[src/core/pid_cfg.svh]
`ifndef PID_CFG_SVH
`define PID_CFG_SVH

// Descriptor field positions.
`define PID_TYPE_PC 7'h07
`define PID_TYPE_TLB 7'h02
`define PID_TYPE_HI_MSB 11
`define PID_TYPE_HI_LSB 9
`define PID_TYPE_LO_MSB 3
`define PID_TYPE_LO_LSB 0
`define PID_G_MSB 5
`define PID_G_LSB 4
`define PID_DW_BIT 6
`define PID_DR_BIT 7
`define PID_DID_MSB 31
`define PID_DID_LSB 16
`define PID_PASID_MSB 51
`define PID_PASID_LSB 32
`define PID_AM_MSB 69
`define PID_AM_LSB 64
`define PID_IH_BIT 70
`define PID_ADDR_MSB 127
`define PID_ADDR_LSB 76
`define PID_HALF_MSB 255
`define PID_HALF_LSB 128
`define PID_ADDR_BASE 7'h40
`define PID_PAGE_SHIFT 7'h0C

// Granularity codes.
`define PID_PC_DOMAIN 2'h0
`define PID_PC_PASID 2'h1
`define PID_PC_RSVD 2'h2
`define PID_PC_GLOBAL 2'h3
`define PID_TLB_RSVD 2'h0
`define PID_TLB_GLOBAL 2'h1
`define PID_TLB_DOMAIN 2'h2
`define PID_TLB_PAGE 2'h3
`define PID_TTM_LEGACY 2'h0

// Register word indexes (byte offset is four times the index).
`define PID_REG_CTRL 3'h0
`define PID_REG_STATUS 3'h1
`define PID_REG_CAP 3'h2
`define PID_REG_COUNT 3'h3

// Control register fields.
`define PID_CTRL_W256 0
`define PID_CTRL_PSI 1
`define PID_CTRL_WRITE_BUFFER_FLUSH_REQUIRED 2
`define PID_CTRL_TTM_MSB 5
`define PID_CTRL_TTM_LSB 4
`define PID_CTRL_VER_MSB 11
`define PID_CTRL_VER_LSB 8
`define PID_CTRL_RESET 32'h0000_0102
`define PID_CTRL_MASK 32'h0000_0F37

// Capability register fields.
`define PID_CAP_DOMW_MSB 4
`define PID_CAP_DOMW_LSB 0
`define PID_CAP_MAX_GUEST_ADDR_WIDTH_MSB 14
`define PID_CAP_MAX_GUEST_ADDR_WIDTH_LSB 8
`define PID_CAP_MAXAM_MSB 21
`define PID_CAP_MAXAM_LSB 16
`define PID_CAP_RESET 32'h0000_3010
`define PID_CAP_MASK 32'h0000_7F1F
`define PID_MAX_AM 6'h12
`define PID_VER_DRAIN 4'h2

// Status register fields.
`define PID_STAT_BUSY 0
`define PID_STAT_ERR 1

`endif

[src/core/pid_pkg.sv]
package pid_pkg;

    typedef enum logic [2:0] {
        ST_IDLE,
        ST_CHECK,
        ST_FLUSH,
        ST_ISSUE,
        ST_DRAIN,
        ST_DONE,
        ST_ERROR
    } pid_state_e;

    typedef logic [1:0] pid_gran_t;

    // Returns a mask with the low n bits set.
    function automatic logic [63:0] pid_low_mask(input logic [6:0] n);
        logic [63:0] m;
        m = 64'h0;
        for (int i = 0; i < 64; i++) begin
            m[i] = (7'(i) < n);
        end
        return m;
    endfunction

    // Merges write data into a register under byte enables and a writable mask.
    function automatic logic [31:0] pid_be_merge(input logic [31:0] old, input logic [31:0] wr,
                                                 input logic [3:0] be, input logic [31:0] wmask);
        logic [31:0] r;
        r = old;
        for (int b = 0; b < 4; b++) begin
            for (int i = 0; i < 8; i++) begin
                if (be[b] && wmask[b * 8 + i]) begin
                    r[b * 8 + i] = wr[b * 8 + i];
                end
            end
        end
        return r;
    endfunction

endpackage

[src/core/pid_desc_check.sv]
`timescale 1ns/100ps
`include "pid_cfg.svh"

module pid_desc_check
    import pid_pkg::*;
(
    input wire logic core_clk,
    input wire logic rst,
    input wire logic load,
    input wire logic [255:0] dsc,
    input wire logic width256,
    input wire logic psiSupport,
    input wire logic [4:0] domWidth,
    input wire logic [6:0] maxGuestAddrWidth,
    output logic isPc,
    output logic isTlb,
    output logic descOk,
    output pid_gran_t gran,
    output logic [15:0] domain,
    output logic [19:0] pasid,
    output logic [51:0] pageAddr,
    output logic [5:0] addrMask,
    output logic keepStage2,
    output logic readDrain,
    output logic writeDrain
);
    logic isPc_d, isTlb_d, descOk_d, keepStage2_d, readDrain_d, writeDrain_d;
    pid_gran_t gran_d;
    logic [15:0] domain_d;
    logic [19:0] pasid_d;
    logic [51:0] pageAddr_d;
    logic [5:0] addrMask_d;
    logic isPc_q, isTlb_q, descOk_q, keepStage2_q, readDrain_q, writeDrain_q;
    pid_gran_t gran_q;
    logic [15:0] domain_q;
    logic [19:0] pasid_q;
    logic [51:0] pageAddr_q;
    logic [5:0] addrMask_q;

    always_comb begin
        logic [6:0] dscType;
        logic [63:0] keepAddr;
        logic [63:0] amMask;
        logic [63:0] domMask;
        dscType = {dsc[`PID_TYPE_HI_MSB:`PID_TYPE_HI_LSB], dsc[`PID_TYPE_LO_MSB:`PID_TYPE_LO_LSB]};
        domMask = pid_low_mask({2'h0, domWidth});
        gran_d = dsc[`PID_G_MSB:`PID_G_LSB];
        isPc_d = (dscType == `PID_TYPE_PC);
        isTlb_d = (dscType == `PID_TYPE_TLB);
        // Domain bits above the implemented width are dropped.
        domain_d = dsc[`PID_DID_MSB:`PID_DID_LSB] & domMask[15:0];
        pasid_d = dsc[`PID_PASID_MSB:`PID_PASID_LSB];
        readDrain_d = dsc[`PID_DR_BIT];
        writeDrain_d = dsc[`PID_DW_BIT];
        keepStage2_d = dsc[`PID_IH_BIT];
        addrMask_d = dsc[`PID_AM_MSB:`PID_AM_LSB];
        keepAddr = pid_low_mask(maxGuestAddrWidth);
        amMask = ~pid_low_mask(7'(`PID_PAGE_SHIFT + {1'b0, addrMask_d}));
        pageAddr_d = (dsc[`PID_ADDR_MSB:`PID_ADDR_LSB] & keepAddr[63:12] & amMask[63:12]);
        descOk_d = 1'b0;
        if (isPc_d) begin
            descOk_d = width256 && (gran_d != `PID_PC_RSVD);
            if (gran_d == `PID_PC_DOMAIN) begin
                pasid_d = 20'h0;
            end
            if (gran_d == `PID_PC_GLOBAL) begin
                domain_d = 16'h0;
                pasid_d = 20'h0;
            end
        end else if (isTlb_d) begin
            descOk_d = (gran_d != `PID_TLB_RSVD)
                && !(gran_d == `PID_TLB_PAGE && !psiSupport)
                && (!width256 || dsc[`PID_HALF_MSB:`PID_HALF_LSB] == 128'h0);
            pasid_d = 20'h0;
            if (gran_d != `PID_TLB_PAGE) begin
                pageAddr_d = 52'h0;
                addrMask_d = 6'h0;
                keepStage2_d = 1'b0;
            end
            if (gran_d == `PID_TLB_GLOBAL) begin
                domain_d = 16'h0;
            end
        end
    end

    always_ff @(posedge core_clk or posedge rst) begin
        if (rst) begin
            isPc_q <= 1'b0;
            isTlb_q <= 1'b0;
            descOk_q <= 1'b0;
            gran_q <= 2'h0;
            domain_q <= 16'h0;
            pasid_q <= 20'h0;
            pageAddr_q <= 52'h0;
            addrMask_q <= 6'h0;
            keepStage2_q <= 1'b0;
            readDrain_q <= 1'b0;
            writeDrain_q <= 1'b0;
        end else if (load) begin
            isPc_q <= isPc_d;
            isTlb_q <= isTlb_d;
            descOk_q <= descOk_d;
            gran_q <= gran_d;
            domain_q <= domain_d;
            pasid_q <= pasid_d;
            pageAddr_q <= pageAddr_d;
            addrMask_q <= addrMask_d;
            keepStage2_q <= keepStage2_d;
            readDrain_q <= readDrain_d;
            writeDrain_q <= writeDrain_d;
        end
    end

    assign isPc = isPc_q;
    assign isTlb = isTlb_q;
    assign descOk = descOk_q;
    assign gran = gran_q;
    assign domain = domain_q;
    assign pasid = pasid_q;
    assign pageAddr = pageAddr_q;
    assign addrMask = addrMask_q;
    assign keepStage2 = keepStage2_q;
    assign readDrain = readDrain_q;
    assign writeDrain = writeDrain_q;

endmodule // pid_desc_check

[src/core/pid_inv_decoder.sv]
// Chosen here: the Avalon-MM slave port and the register offsets.
`timescale 1ns/100ps
`include "pid_cfg.svh"

// Functional notes
// - PASID-cache flush accepted only as 256-bit descriptor; 128-bit queue mode is invalid.
// - Type is bits 11:9 joined with bits 3:0; value 7h is PASID-cache flush.
// - PASID-cache granularity: 00 domain, 01 domain plus PASID, 11 everything.
// - PASID-cache granularity 10 marks the descriptor invalid.
// - Domain identifier bits above the implemented width are ignored.
// - PASID field ignored for domain-selective PASID-cache flush.
// - Hardware may invalidate more entries than the requested granularity asks.
// - IOTLB flush is 128-bit, zero padded in 256-bit mode; mismatch is invalid.
// - Type value 2h selects the IOTLB flush.
// - IOTLB granularity 01 drops every IOTLB and paging-structure entry.
// - IOTLB granularity 10 drops entries whose domain matches.
// - Without page-selective support, IOTLB granularity 11 is invalid.
// - Page-selective: type 010b or legacy entries match domain and range, others domain.
// - Page-selective: hint 0 drops second-stage structure entries in range, hint 1 keeps them.
// - IOTLB granularity 00 marks the descriptor invalid.
// - Drain flags set mean queued reads or writes drain before next wait completes.
// - Major version 2 or above ignores drain flags and always drains.
// - Global ignores domain; global and domain-selective ignore hint and address.
// - Address bits above the guest address width are ignored.
// - Mask k clears k address bits from bit 12, covering 2^k pages.
// - With write-buffer flush required, flush the write buffer before any IOTLB flush.
// - Queue head advances past a descriptor only once it is found valid.
module pid_inv_decoder
    import pid_pkg::*;
(
    input wire logic core_clk,
    input wire logic rst,
    input wire logic [2:0] avs_address,
    input wire logic avs_read,
    input wire logic avs_write,
    input wire logic [31:0] avs_writedata,
    input wire logic [3:0] avs_byteenable,
    output logic [31:0] avs_readdata,
    output logic avs_waitrequest,
    input wire logic dscValid,
    input wire logic [255:0] dscData,
    output logic dscReady,
    output logic headAdvance,
    output logic dscInvalid,
    input wire logic errClear,
    output logic pcInvValid,
    input wire logic pcInvReady,
    output logic [1:0] pcInvGran,
    output logic [15:0] pcInvDomain,
    output logic [19:0] pcInvPasid,
    output logic tlbInvValid,
    input wire logic tlbInvReady,
    output logic [1:0] tlbInvGran,
    output logic [15:0] tlbInvDomain,
    output logic [51:0] tlbInvPageAddr,
    output logic [5:0] tlbInvMask,
    output logic tlbInvKeepStage2,
    output logic tlbInvLegacyAll,
    output logic wbFlushReq,
    input wire logic wbFlushAck,
    output logic drainValid,
    input wire logic drainReady,
    output logic drainRead,
    output logic drainWrite
);
    pid_state_e state_q, state_d;
    logic [31:0] ctrl_q, ctrl_d, cap_q, cap_d, rdata_q, rdata_d;
    logic ack_q, ack_d, errPend_q, errPend_d;
    logic [15:0] doneCnt_q, doneCnt_d, badCnt_q, badCnt_d;
    logic drainRd_q, drainRd_d, drainWr_q, drainWr_d;
    logic decPc, decTlb, decOk, decKeep, decRd, decWr;
    logic [1:0] decGran;
    logic [15:0] decDomain;
    logic [19:0] decPasid;
    logic [51:0] decAddr;
    logic [5:0] decMask;
    logic busAccept, wrStatus;
    logic width256, psiSupport, write_buffer_flush_required, verDrain;

    assign width256 = ctrl_q[`PID_CTRL_W256];
    assign psiSupport = ctrl_q[`PID_CTRL_PSI];
    assign write_buffer_flush_required = ctrl_q[`PID_CTRL_WRITE_BUFFER_FLUSH_REQUIRED];
    assign verDrain = (ctrl_q[`PID_CTRL_VER_MSB:`PID_CTRL_VER_LSB] >= `PID_VER_DRAIN);

    pid_desc_check u_check (
        .core_clk(core_clk),
        .rst(rst),
        .load(state_q == ST_IDLE && dscValid),
        .dsc(dscData),
        .width256(width256),
        .psiSupport(psiSupport),
        .domWidth(cap_q[`PID_CAP_DOMW_MSB:`PID_CAP_DOMW_LSB]),
        .maxGuestAddrWidth(cap_q[`PID_CAP_MAX_GUEST_ADDR_WIDTH_MSB:`PID_CAP_MAX_GUEST_ADDR_WIDTH_LSB]),
        .isPc(decPc),
        .isTlb(decTlb),
        .descOk(decOk),
        .gran(decGran),
        .domain(decDomain),
        .pasid(decPasid),
        .pageAddr(decAddr),
        .addrMask(decMask),
        .keepStage2(decKeep),
        .readDrain(decRd),
        .writeDrain(decWr)
    );

    // Register bus: one wait cycle, then the access completes.
    assign busAccept = (avs_read || avs_write) && ack_q;
    assign avs_waitrequest = (avs_read || avs_write) && !ack_q;
    assign wrStatus = busAccept && avs_write && avs_address == `PID_REG_STATUS;

    always_comb begin
        ack_d = (avs_read || avs_write) && !ack_q;
        rdata_d = rdata_q;
        if (ack_d && avs_read) begin
            case (avs_address)
                `PID_REG_CTRL: rdata_d = ctrl_q;
                `PID_REG_STATUS: rdata_d = {30'h0, errPend_q, state_q != ST_IDLE};
                `PID_REG_CAP: rdata_d = cap_q | {10'h0, `PID_MAX_AM, 16'h0};
                `PID_REG_COUNT: rdata_d = {badCnt_q, doneCnt_q};
                default: rdata_d = 32'h0;
            endcase
        end
        ctrl_d = ctrl_q;
        cap_d = cap_q;
        if (busAccept && avs_write && avs_address == `PID_REG_CTRL) begin
            ctrl_d = pid_be_merge(ctrl_q, avs_writedata, avs_byteenable, `PID_CTRL_MASK);
        end
        if (busAccept && avs_write && avs_address == `PID_REG_CAP) begin
            cap_d = pid_be_merge(cap_q, avs_writedata, avs_byteenable, `PID_CAP_MASK);
        end
    end

    always_ff @(posedge core_clk or posedge rst) begin
        if (rst) begin
            ack_q <= 1'b0;
            rdata_q <= 32'h0;
            ctrl_q <= `PID_CTRL_RESET;
            cap_q <= `PID_CAP_RESET;
        end else begin
            ack_q <= ack_d;
            rdata_q <= rdata_d;
            ctrl_q <= ctrl_d;
            cap_q <= cap_d;
        end
    end

    assign avs_readdata = rdata_q;

    // Descriptor sequencer.
    always_comb begin
        state_d = state_q;
        drainRd_d = drainRd_q;
        drainWr_d = drainWr_q;
        doneCnt_d = doneCnt_q;
        badCnt_d = badCnt_q;
        errPend_d = errPend_q;
        if (errClear || (wrStatus && avs_byteenable[0] && avs_writedata[`PID_STAT_ERR])) begin
            errPend_d = 1'b0;
        end
        case (state_q)
            ST_IDLE: begin
                if (dscValid) begin
                    state_d = ST_CHECK;
                end
            end
            ST_CHECK: begin
                drainRd_d = decRd || verDrain;
                drainWr_d = decWr || verDrain;
                if (!decOk || !(decPc || decTlb)) begin
                    state_d = ST_ERROR;
                    errPend_d = 1'b1;
                    badCnt_d = badCnt_q + 16'h1;
                end else if (decTlb && write_buffer_flush_required) begin
                    state_d = ST_FLUSH;
                end else begin
                    state_d = ST_ISSUE;
                end
            end
            ST_FLUSH: begin
                if (wbFlushAck) begin
                    state_d = ST_ISSUE;
                end
            end
            ST_ISSUE: begin
                if (decPc && pcInvReady) begin
                    state_d = ST_DONE;
                end else if (decTlb && tlbInvReady) begin
                    state_d = ST_DRAIN;
                end
            end
            ST_DRAIN: begin
                if (!(drainRd_q || drainWr_q) || drainReady) begin
                    state_d = ST_DONE;
                end
            end
            ST_DONE: begin
                state_d = ST_IDLE;
                doneCnt_d = doneCnt_q + 16'h1;
            end
            ST_ERROR: begin
                if (!errPend_q) begin
                    state_d = ST_IDLE;
                end
            end
            default: state_d = ST_IDLE;
        endcase
    end

    always_ff @(posedge core_clk or posedge rst) begin
        if (rst) begin
            state_q <= ST_IDLE;
            drainRd_q <= 1'b0;
            drainWr_q <= 1'b0;
            doneCnt_q <= 16'h0;
            badCnt_q <= 16'h0;
            errPend_q <= 1'b0;
        end else begin
            state_q <= state_d;
            drainRd_q <= drainRd_d;
            drainWr_q <= drainWr_d;
            doneCnt_q <= doneCnt_d;
            badCnt_q <= badCnt_d;
            errPend_q <= errPend_d;
        end
    end

    assign dscReady = (state_q == ST_DONE);
    assign headAdvance = (state_q == ST_DONE);
    assign dscInvalid = (state_q == ST_CHECK) && !(decOk && (decPc || decTlb));
    assign wbFlushReq = (state_q == ST_FLUSH);
    assign pcInvValid = (state_q == ST_ISSUE) && decPc;
    assign tlbInvValid = (state_q == ST_ISSUE) && decTlb;
    assign drainValid = (state_q == ST_DRAIN) && (drainRd_q || drainWr_q);
    assign drainRead = drainRd_q;
    assign drainWrite = drainWr_q;
    assign pcInvGran = decGran;
    assign pcInvDomain = decDomain;
    assign pcInvPasid = decPasid;
    assign tlbInvGran = decGran;
    assign tlbInvDomain = decDomain;
    // A mask beyond the reported maximum still clears its bits, widening the range.
    assign tlbInvPageAddr = decAddr;
    assign tlbInvMask = decMask;
    assign tlbInvKeepStage2 = decKeep;
    // Legacy mode makes every entry match on domain and range.
    assign tlbInvLegacyAll = (ctrl_q[`PID_CTRL_TTM_MSB:`PID_CTRL_TTM_LSB] == `PID_TTM_LEGACY);

    logic [63:0] maskLow;
    assign maskLow = pid_low_mask({1'b0, tlbInvMask});
endmodule // pid_inv_decoder

[config.mk]
export PLATFORM = sky130hd
export DESIGN_NAME = pid_inv_decoder
export DESIGN_NICKNAME = d
export VERILOG_FILES = /design/src/core/pid_pkg.sv /design/src/core/pid_desc_check.sv /design/src/core/pid_inv_decoder.sv
export VERILOG_INCLUDE_DIRS = /design/src /design/src/core
export SDC_FILE = /design/constraint.sdc
export NUM_CORES = 1
export LEC_CHECK = 0
export BUFFER_PORTS_ARGS = -buffer_cell sky130_fd_sc_hd__buf_2
export CORE_AREA = 2 2 182 184
export DETAILED_ROUTE_END_ITERATION = 10
export DIE_AREA = 0 0 184 186
export PLACE_DENSITY = 0.65
export SLEW_MARGIN = 20
export SYNTH_ARGS = -nofsm -noshare
export SYNTH_HDL_FRONTEND = slang
export SYNTH_HIERARCHICAL = 1
export SYNTH_SLANG_ARGS = --single-unit
[constraint.sdc]
create_clock -name core_clk -period 3.62 [get_ports core_clk]
set_input_delay 0.362 -clock core_clk [delete_from_list [all_inputs] [get_ports core_clk]]
set_output_delay 0.362 -clock core_clk [all_outputs]
set_load 0.05 [all_outputs]
==> results of run 1 <==
worst max path at each step:
stage / endpoint / depth (start not counted) / from
2_1_floorplan: u_check/addrMask[0] / 1 / rst
3_3_place_gp: u_check/pageAddr[42] / 6 / state_q[0]
3_5_place_dp: u_check/pageAddr[40] / 6 / state_q[0]
4_1_cts: u_check/pageAddr[40] / 6 / state_q[0]
5_1_grt: u_check/pageAddr[42] / 6 / state_q[0]
6_report: u_check/pageAddr[40] / 6 / state_q[0]
cells in the final DEF (no fill, tap or decap), types with 3 or more instances in the layout:
cell	instances
sky130_fd_sc_hd__a21o_1	3
sky130_fd_sc_hd__a21oi_1	24
sky130_fd_sc_hd__a22o_1	48
sky130_fd_sc_hd__a22oi_1	8
sky130_fd_sc_hd__a31oi_1	3
sky130_fd_sc_hd__and2_1	6
sky130_fd_sc_hd__and3_1	10
sky130_fd_sc_hd__buf_2	419
sky130_fd_sc_hd__buf_4	4
sky130_fd_sc_hd__clkbuf_16	17
sky130_fd_sc_hd__dfrtp_1	189
sky130_fd_sc_hd__dfstp_2	5
sky130_fd_sc_hd__ha_1	3
sky130_fd_sc_hd__inv_1	38
sky130_fd_sc_hd__inv_6	4
sky130_fd_sc_hd__inv_8	5
sky130_fd_sc_hd__mux2_2	33
sky130_fd_sc_hd__mux2i_1	5
sky130_fd_sc_hd__nand2_1	64
sky130_fd_sc_hd__nand2b_1	10
sky130_fd_sc_hd__nand3_1	30
sky130_fd_sc_hd__nand4_1	16
sky130_fd_sc_hd__nor2_1	30
sky130_fd_sc_hd__nor2b_1	4
sky130_fd_sc_hd__nor3_1	13
sky130_fd_sc_hd__nor4_1	36
sky130_fd_sc_hd__o211ai_1	6
sky130_fd_sc_hd__o21ai_0	41
sky130_fd_sc_hd__o21ai_1	3
sky130_fd_sc_hd__o221ai_1	22
sky130_fd_sc_hd__o2bb2ai_1	45
sky130_fd_sc_hd__o31ai_1	5
sky130_fd_sc_hd__o32ai_1	19
sky130_fd_sc_hd__or2_2	8
sky130_fd_sc_hd__or3_1	9
sky130_fd_sc_hd__xnor2_1	23
sky130_fd_sc_hd__xor2_1	10
flip-flops by register name (all words and copies together) (netlist names), 2 cells and up:
register          flops
avs_readdata         32
badCnt_q             16
u_check/domain       16
doneCnt_q            16
u_check/pageAddr     52
state_q               3
cap_q                12
ctrl_q                9
u_check/gran          2
u_check/addrMask      6
u_check/pasid        20
worst reg2reg max path, stage by stage, from the launching register on:
cell and delay (ns):
sky130_fd_sc_hd__dfrtp_1 0.53, sky130_fd_sc_hd__or3_1 0.49, sky130_fd_sc_hd__nor2_4 0.11, sky130_fd_sc_hd__inv_2 0.06, sky130_fd_sc_hd__a41oi_4 0.69, sky130_fd_sc_hd__nand2_1 0.47
sky130_fd_sc_hd__o32ai_1 0.39
power by group through the flow:
stage / sequential [mW] / combinational [mW] / clock, mW
after floorplan: 4.72 / 1.71 / 0
after global placement: 3.36 / 4.16 / 0
after detailed placement: 3.38 / 4.20 / 0
after CTS: 3.34 / 4.21 / 1.95
after global routing: 3.42 / 4.44 / 2.04
final: 3.34 / 4.20 / 1.91
cells by family after synthesis:
group,share of synthesized area
DFF,0.5111
muxes,0.05051
AOI/OAI and AO/OA,0.2025
adders and majority gates,0.003947
xor gates and xnor gates,0.03039
and+or+nand+nor,0.1493
buffers and inverters,0.05235
per-stage QoR:
| stage | hold slack (ns) | utilization | std cells |
|---|---|---|---|
| floorplan | 0.4462 | - | 886 |
| global placement | 0.4378 | 0.3683 | 1656 |
| detailed placement | 0.4586 | 0.3683 | 1656 |
| CTS | 0.008539 | 0.3862 | 1688 |
| global route | 0.02704 | 0.3863 | 1690 |
| finish | 0.002373 | 0.3863 | 1690 |
cell type report:
class,count,area share
multi-input combinational,587,0.3344
clock buffer,18,0.03530
inverter,42,0.01297
sequential,194,0.3907
antenna,2,0.0004023
timing repair buffer,425,0.1742
clock inverter,14,0.01106
tap,408,0.04103
layer usage:
layer / track usage / up-vias
li1: - / 4108
met1: 0.2780 / 4458
met2: 0.3173 / 463
met3: 0.05733 / 46
met4: 0.05664 / 2
met5: 0 / -
==> impl_metrics.tcl, run 1 <==
set metrics [dict create \
    outcome "complete, no violations" \
    antenna_found_initial 3 \
    intPower_mw 4.831 \
    die_h_um 186 \
    wl_met2_um 16010 \
    drt_pass1_iterations 5 \
    detail_route.wl_per_cell_um 20.85 \
    power-per-cell-area_nw_per_um2 759.4 \
    synth.avg_cell_area_um2 10.74 \
    synth_top_cell_area_share 0.4972 \
    yosys_warning_count 6 \
    detail_route.drc_violations 0 \
    synth.ff_latch_count 194 \
    p_leak_nw 6.084 \
    postLayoutSetupSlackWorst_ns 0.7917 \
    peakVddDrop_mv 0.4506 \
    timing.final.hold_violations 0 \
    worst_path_cell_chain "or3_1, nor2_4, inv_2, a41oi_4, nand2_1, o32ai_1" \
    slew_at_the_pin_with_the_worst_max_slew_slack_ns 0.9971 \
    gp_congestion 0.8818 \
    setup_violations 0 \
    fin_nets 1575 \
    cts.repair_timing.setup_buffer_count 0 \
    crit_path_max_fanout 18 \
    met1Wirelength_um 15400 \
    synthesis.area_um2 9512 \
    drt_wl_total_um 35240 \
    netlist_top_cells_area "sky130_fd_sc_hd__dfrtp_1 50%, sky130_fd_sc_hd__a22o_1 4.4%, sky130_fd_sc_hd__o2bb2ai_1 4.1%, sky130_fd_sc_hd__mux2_2 3.9%, sky130_fd_sc_hd__nand2_1 2.5%" \
    cts_max_path_buffers 2 \
    setup_cp_type "reg -> reg" \
    floorplan.rows 66 \
    dieArea_um2 34220 \
    grt_first_pass_wirelength_um 52760 \
    multi_input_comb_area_um2 4160 \
    worst_r2r_endpoint "u_check/pageAddr[40]" \
    timing.critical_path.max_delay_family "compound AO/OA/AOI/OAI gates" \
    layout.area.seq_um2 4861 \
    r2r_slack_ns 0.79 \
    synth.top_cells.by_count "189 x sky130_fd_sc_hd__dfrtp_1, 64 x sky130_fd_sc_hd__nand2_1, 48 x sky130_fd_sc_hd__a22o_1" \
    psw_mw 4.618 \
    clockRootBuffer "sky130_fd_sc_hd__clkbuf_16" \
    cts.hold.buffers_added 0 \
    total_negative_setup_slacks_ns 0 \
    first_global_vias 8759 \
    synth-main-ff-cell "sky130_fd_sc_hd__dfrtp_1" \
    timing.rr.start "state_q[0]" \
    worst-endpoint-arrival_ns 3.17 \
    synth_edf_count 0 \
    power_switching_share 0.4887 \
    gr-total-overflow 0 \
    critical_path_cell_with_the_highest_stage_delay "sky130_fd_sc_hd__a41oi_4" \
    first_iter_violations 985 \
    sequentialPowerShare 0.353 \
    yosysTopAreaCell "sky130_fd_sc_hd__dfrtp_1" \
    dp_slack_ns 0.8107 \
    max_cap_violations 0 \
    slowest_delay_ns 0.69 \
    power.share.combinational 0.445 \
    placement.cell_area_um2 11860 \
    insertion_delay_ns 0.45 \
    io_pins 463 \
    die_width_um 184 \
    top_layer "met5" \
    critPathBufInv 1 \
    place_hpwl_um 26800 \
    antenna_left 0 \
    clk_pin_slew_worst_paths_ns 0.08 \
    nFillCells 3239 \
    class_of_the_most_critical_hold_timing_path "in -> async" \
    core_area_um2 32210 \
    area_delta_synth_final_pct 30.81 \
    vias_per_cell 5.371 \
    cts_htree_levels 4 \
    yosysSeqAreaShare 0.5110 \
    initial_core_util 0.2953 \
    p_total_mw 9.449 \
    syn_nets 1194 \
    maxClockFrequency_mhz 353.6 \
    synth-async-reset-ratio 1.000 \
    drv_slew 0 \
    worst_slew_margin_rel 0.3301 \
    yosys.cell_count.top_type "sky130_fd_sc_hd__dfrtp_1" \
    syn_inst 886 \
    fin_worst_skew_ns 0.01716 \
    tritoncts_num_sinks 194 \
    critPathCaptureType "register" \
    fin_crit_ns 2.828 \
    crit_required_ns 3.96 \
    synth.lib_cells_used.distinct 75 \
    dr_total_vias 9077 \
    final_layout_size_suffix_gt1_frac 0.4117 \
    relative_contribution_of_the_clock_network_to_total_power 0.202 \
    tritoncts "yes" \
    tritoncts.num_buffers 17 \
    timing.reg2reg.worst_path_depth 6 \
    number_of_i_o_port_buffers 419 \
    route.met3.wl_um 3160 \
    ratio_of_final_minimum_period_to_clock_period 0.7813 \
    cts_resized 0 \
    unrepaired_setup_endpoints_after_global_routing "no" \
    startpoint_type "register" \
    grt.total_usage 0.2040 \
    finish.instance_area_um2 12440 \
    grt_max_degree 82 \
]
(Power assumes the default switching activity.)
==> inputs of run 2 (changes only) <==
==> constraint.sdc (replaced) <==
create_clock -name core_clk -period 2.75 [get_ports core_clk]
set_input_delay 0.275 -clock core_clk [delete_from_list [all_inputs] [get_ports core_clk]]
set_output_delay 0.275 -clock core_clk [all_outputs]
set_load 0.05 [all_outputs]
==> impl_metrics.tcl, run 2 (synthesis gave the netlist of run 1 again) <==
set metrics [dict create \
    finish.instance_area_um2 12590 \
    vias_per_cell 5.397 \
    worst-endpoint-arrival_ns 2.84 \
    outcome "complete, no violations" \
    antenna_found_initial 5 \
    detail_route.wl_per_cell_um 20.96 \
    gr-total-overflow 0 \
    setup_cp_type "reg -> reg" \
    drv_slew 0 \
    die_h_um 186 \
    class_of_the_most_critical_hold_timing_path "in -> reg" \
    critPathCaptureType "register" \
    clk_pin_slew_worst_paths_ns 0.08 \
    tightest_hold_margin_ns 0.04825 \
    grt.total_usage 0.2056 \
    gp_congestion 0.9471 \
    startpoint_type "register" \
    dp_slack_ns 0.2412 \
    number_of_i_o_port_buffers 419 \
    unrepaired_setup_endpoints_after_global_routing "no" \
    first_iter_violations 826 \
    tritoncts.num_buffers 17 \
    fin_nets 1589 \
    place_hpwl_um 27250 \
    final_common_cell "sky130_fd_sc_hd__buf_2" \
    clockRootBuffer "sky130_fd_sc_hd__clkbuf_16" \
    p_leak_nw 6.157 \
    drt_pass1_iterations 7 \
    stdcell_count 1704 \
    largest_register_ffs 52 \
    dr_total_vias 9197 \
    fin_worst_skew_ns 0.01262 \
    total_negative_setup_slacks_ns 0 \
    ratio_of_final_minimum_period_to_clock_period 0.9022 \
    fin_crit_ns 2.481 \
    placement.cell_area_um2 11960 \
    floorplan.rows 66 \
    die_width_um 184 \
    power-per-cell-area_nw_per_um2 998.5 \
    cts_max_path_buffers 2 \
    timing.final.hold_violations 0 \
    postLayoutSetupSlackWorst_ns 0.2689 \
    peakVddDrop_mv 0.4920 \
    drt_wl_total_um 35710 \
    grt_max_degree 82 \
    final_cell_mix "419 x sky130_fd_sc_hd__buf_2, 189 x sky130_fd_sc_hd__dfrtp_1, 64 x sky130_fd_sc_hd__nand2_1" \
    final_layout_size_suffix_gt1_frac 0.4165 \
    insertion_delay_ns 0.44 \
    tritoncts_num_sinks 194 \
    core_area_um2 32210 \
    worst_slew_margin_rel 0.3685 \
    initial_core_util 0.2953 \
    first_global_vias 8932 \
    dieArea_um2 34220 \
    grt_first_pass_wirelength_um 53230 \
    max_cap_violations 0 \
    crit_required_ns 3.10 \
    maxClockFrequency_mhz 403.1 \
    placed_cells 1669 \
    io_pins 463 \
    tritoncts "yes" \
    detail_route.drc_violations 0 \
    setup_violations 0 \
    antenna_left 0 \
    slew_at_the_pin_with_the_worst_max_slew_slack_ns 0.9473 \
    cts.repair_timing.setup_buffer_count 0 \
    area_delta_synth_final_pct 32.32 \
    cts_htree_levels 4 \
    crit_path_max_fanout 12 \
    nFillCells 3207 \
]
==> run 2: metal layers <==
metal	track usage	vias up	share of wire
met3	0.05928	64	0.091
met5	0	-	0.0011
met1	0.2816	4513	0.43
li1	-	4123	-
met4	0.06400	6	0.022
met2	0.3134	491	0.45
==> run 2: what timing repair did <==
action / CTS / global route
hold buffers: 1 / 0
resized for setup: 0 / 0
endpoints found under the hold margin: 30 / 0
==> run 2: report_power, final <==
group	internal, mW	switching, mW	total (mW)
registers	3.63	0.732	4.37
clock network	1.40	1.20	2.60
logic	1.52	4.08	5.60
total	6.56	6.01	12.6
==> run 2: cell type report <==
cell class,instances,area [um2],share of cell area
Antenna cell,2,5.005,0.0003977
Clock buffer,19,442.9,0.03519
Clock inverter,13,168.9,0.01342
Inverter,42,162.7,0.01292
Multi-Input combinational cell,587,4160,0.3306
Sequential cell,194,4861,0.3862
Tap cell,408,510.5,0.04056
Timing Repair Buffer,439,2275,0.1807
==> run 2: stage by stage <==
stage	total power, mW	util
6_report	12.57	0.3908
5_1_grt	13.19	0.3907
2_1_floorplan	8.463	-
4_1_cts	12.66	0.3906
3_3_place_gp	9.943	0.3713
3_5_place_dp	10.02	0.3713
==> run 2: path summary, 6_finish.rpt <==
path | from | cells past startpoint | endpoint | slack, ns
setup / recovery | state_q[1] | 7 | u_check/pageAddr[45] | 0.27
min in group asynchronous | rst | 3 | doneCnt_q[3] | 0.52
hold / removal | dscData[47] | 2 | u_check/pasid[15] | 0.05
setup reg to reg | state_q[1] | 7 | u_check/pageAddr[45] | 0.27
hold reg to reg | ack_q | 1 | ack_q | 0.45
max in group asynchronous | rst | 4 | u_check/pageAddr[30] | 1.42
==> run 2: critical path, stage by stage (launching register included) <==
cell,delay (ns)
sky130_fd_sc_hd__dfrtp_1,0.51
sky130_fd_sc_hd__or3_1,0.45
sky130_fd_sc_hd__nor2_4,0.12
sky130_fd_sc_hd__inv_2,0.06
sky130_fd_sc_hd__a41oi_4,0.50
sky130_fd_sc_hd__nand3_2,0.29
sky130_fd_sc_hd__o21bai_1,0.27
sky130_fd_sc_hd__o2bb2ai_1,0.18
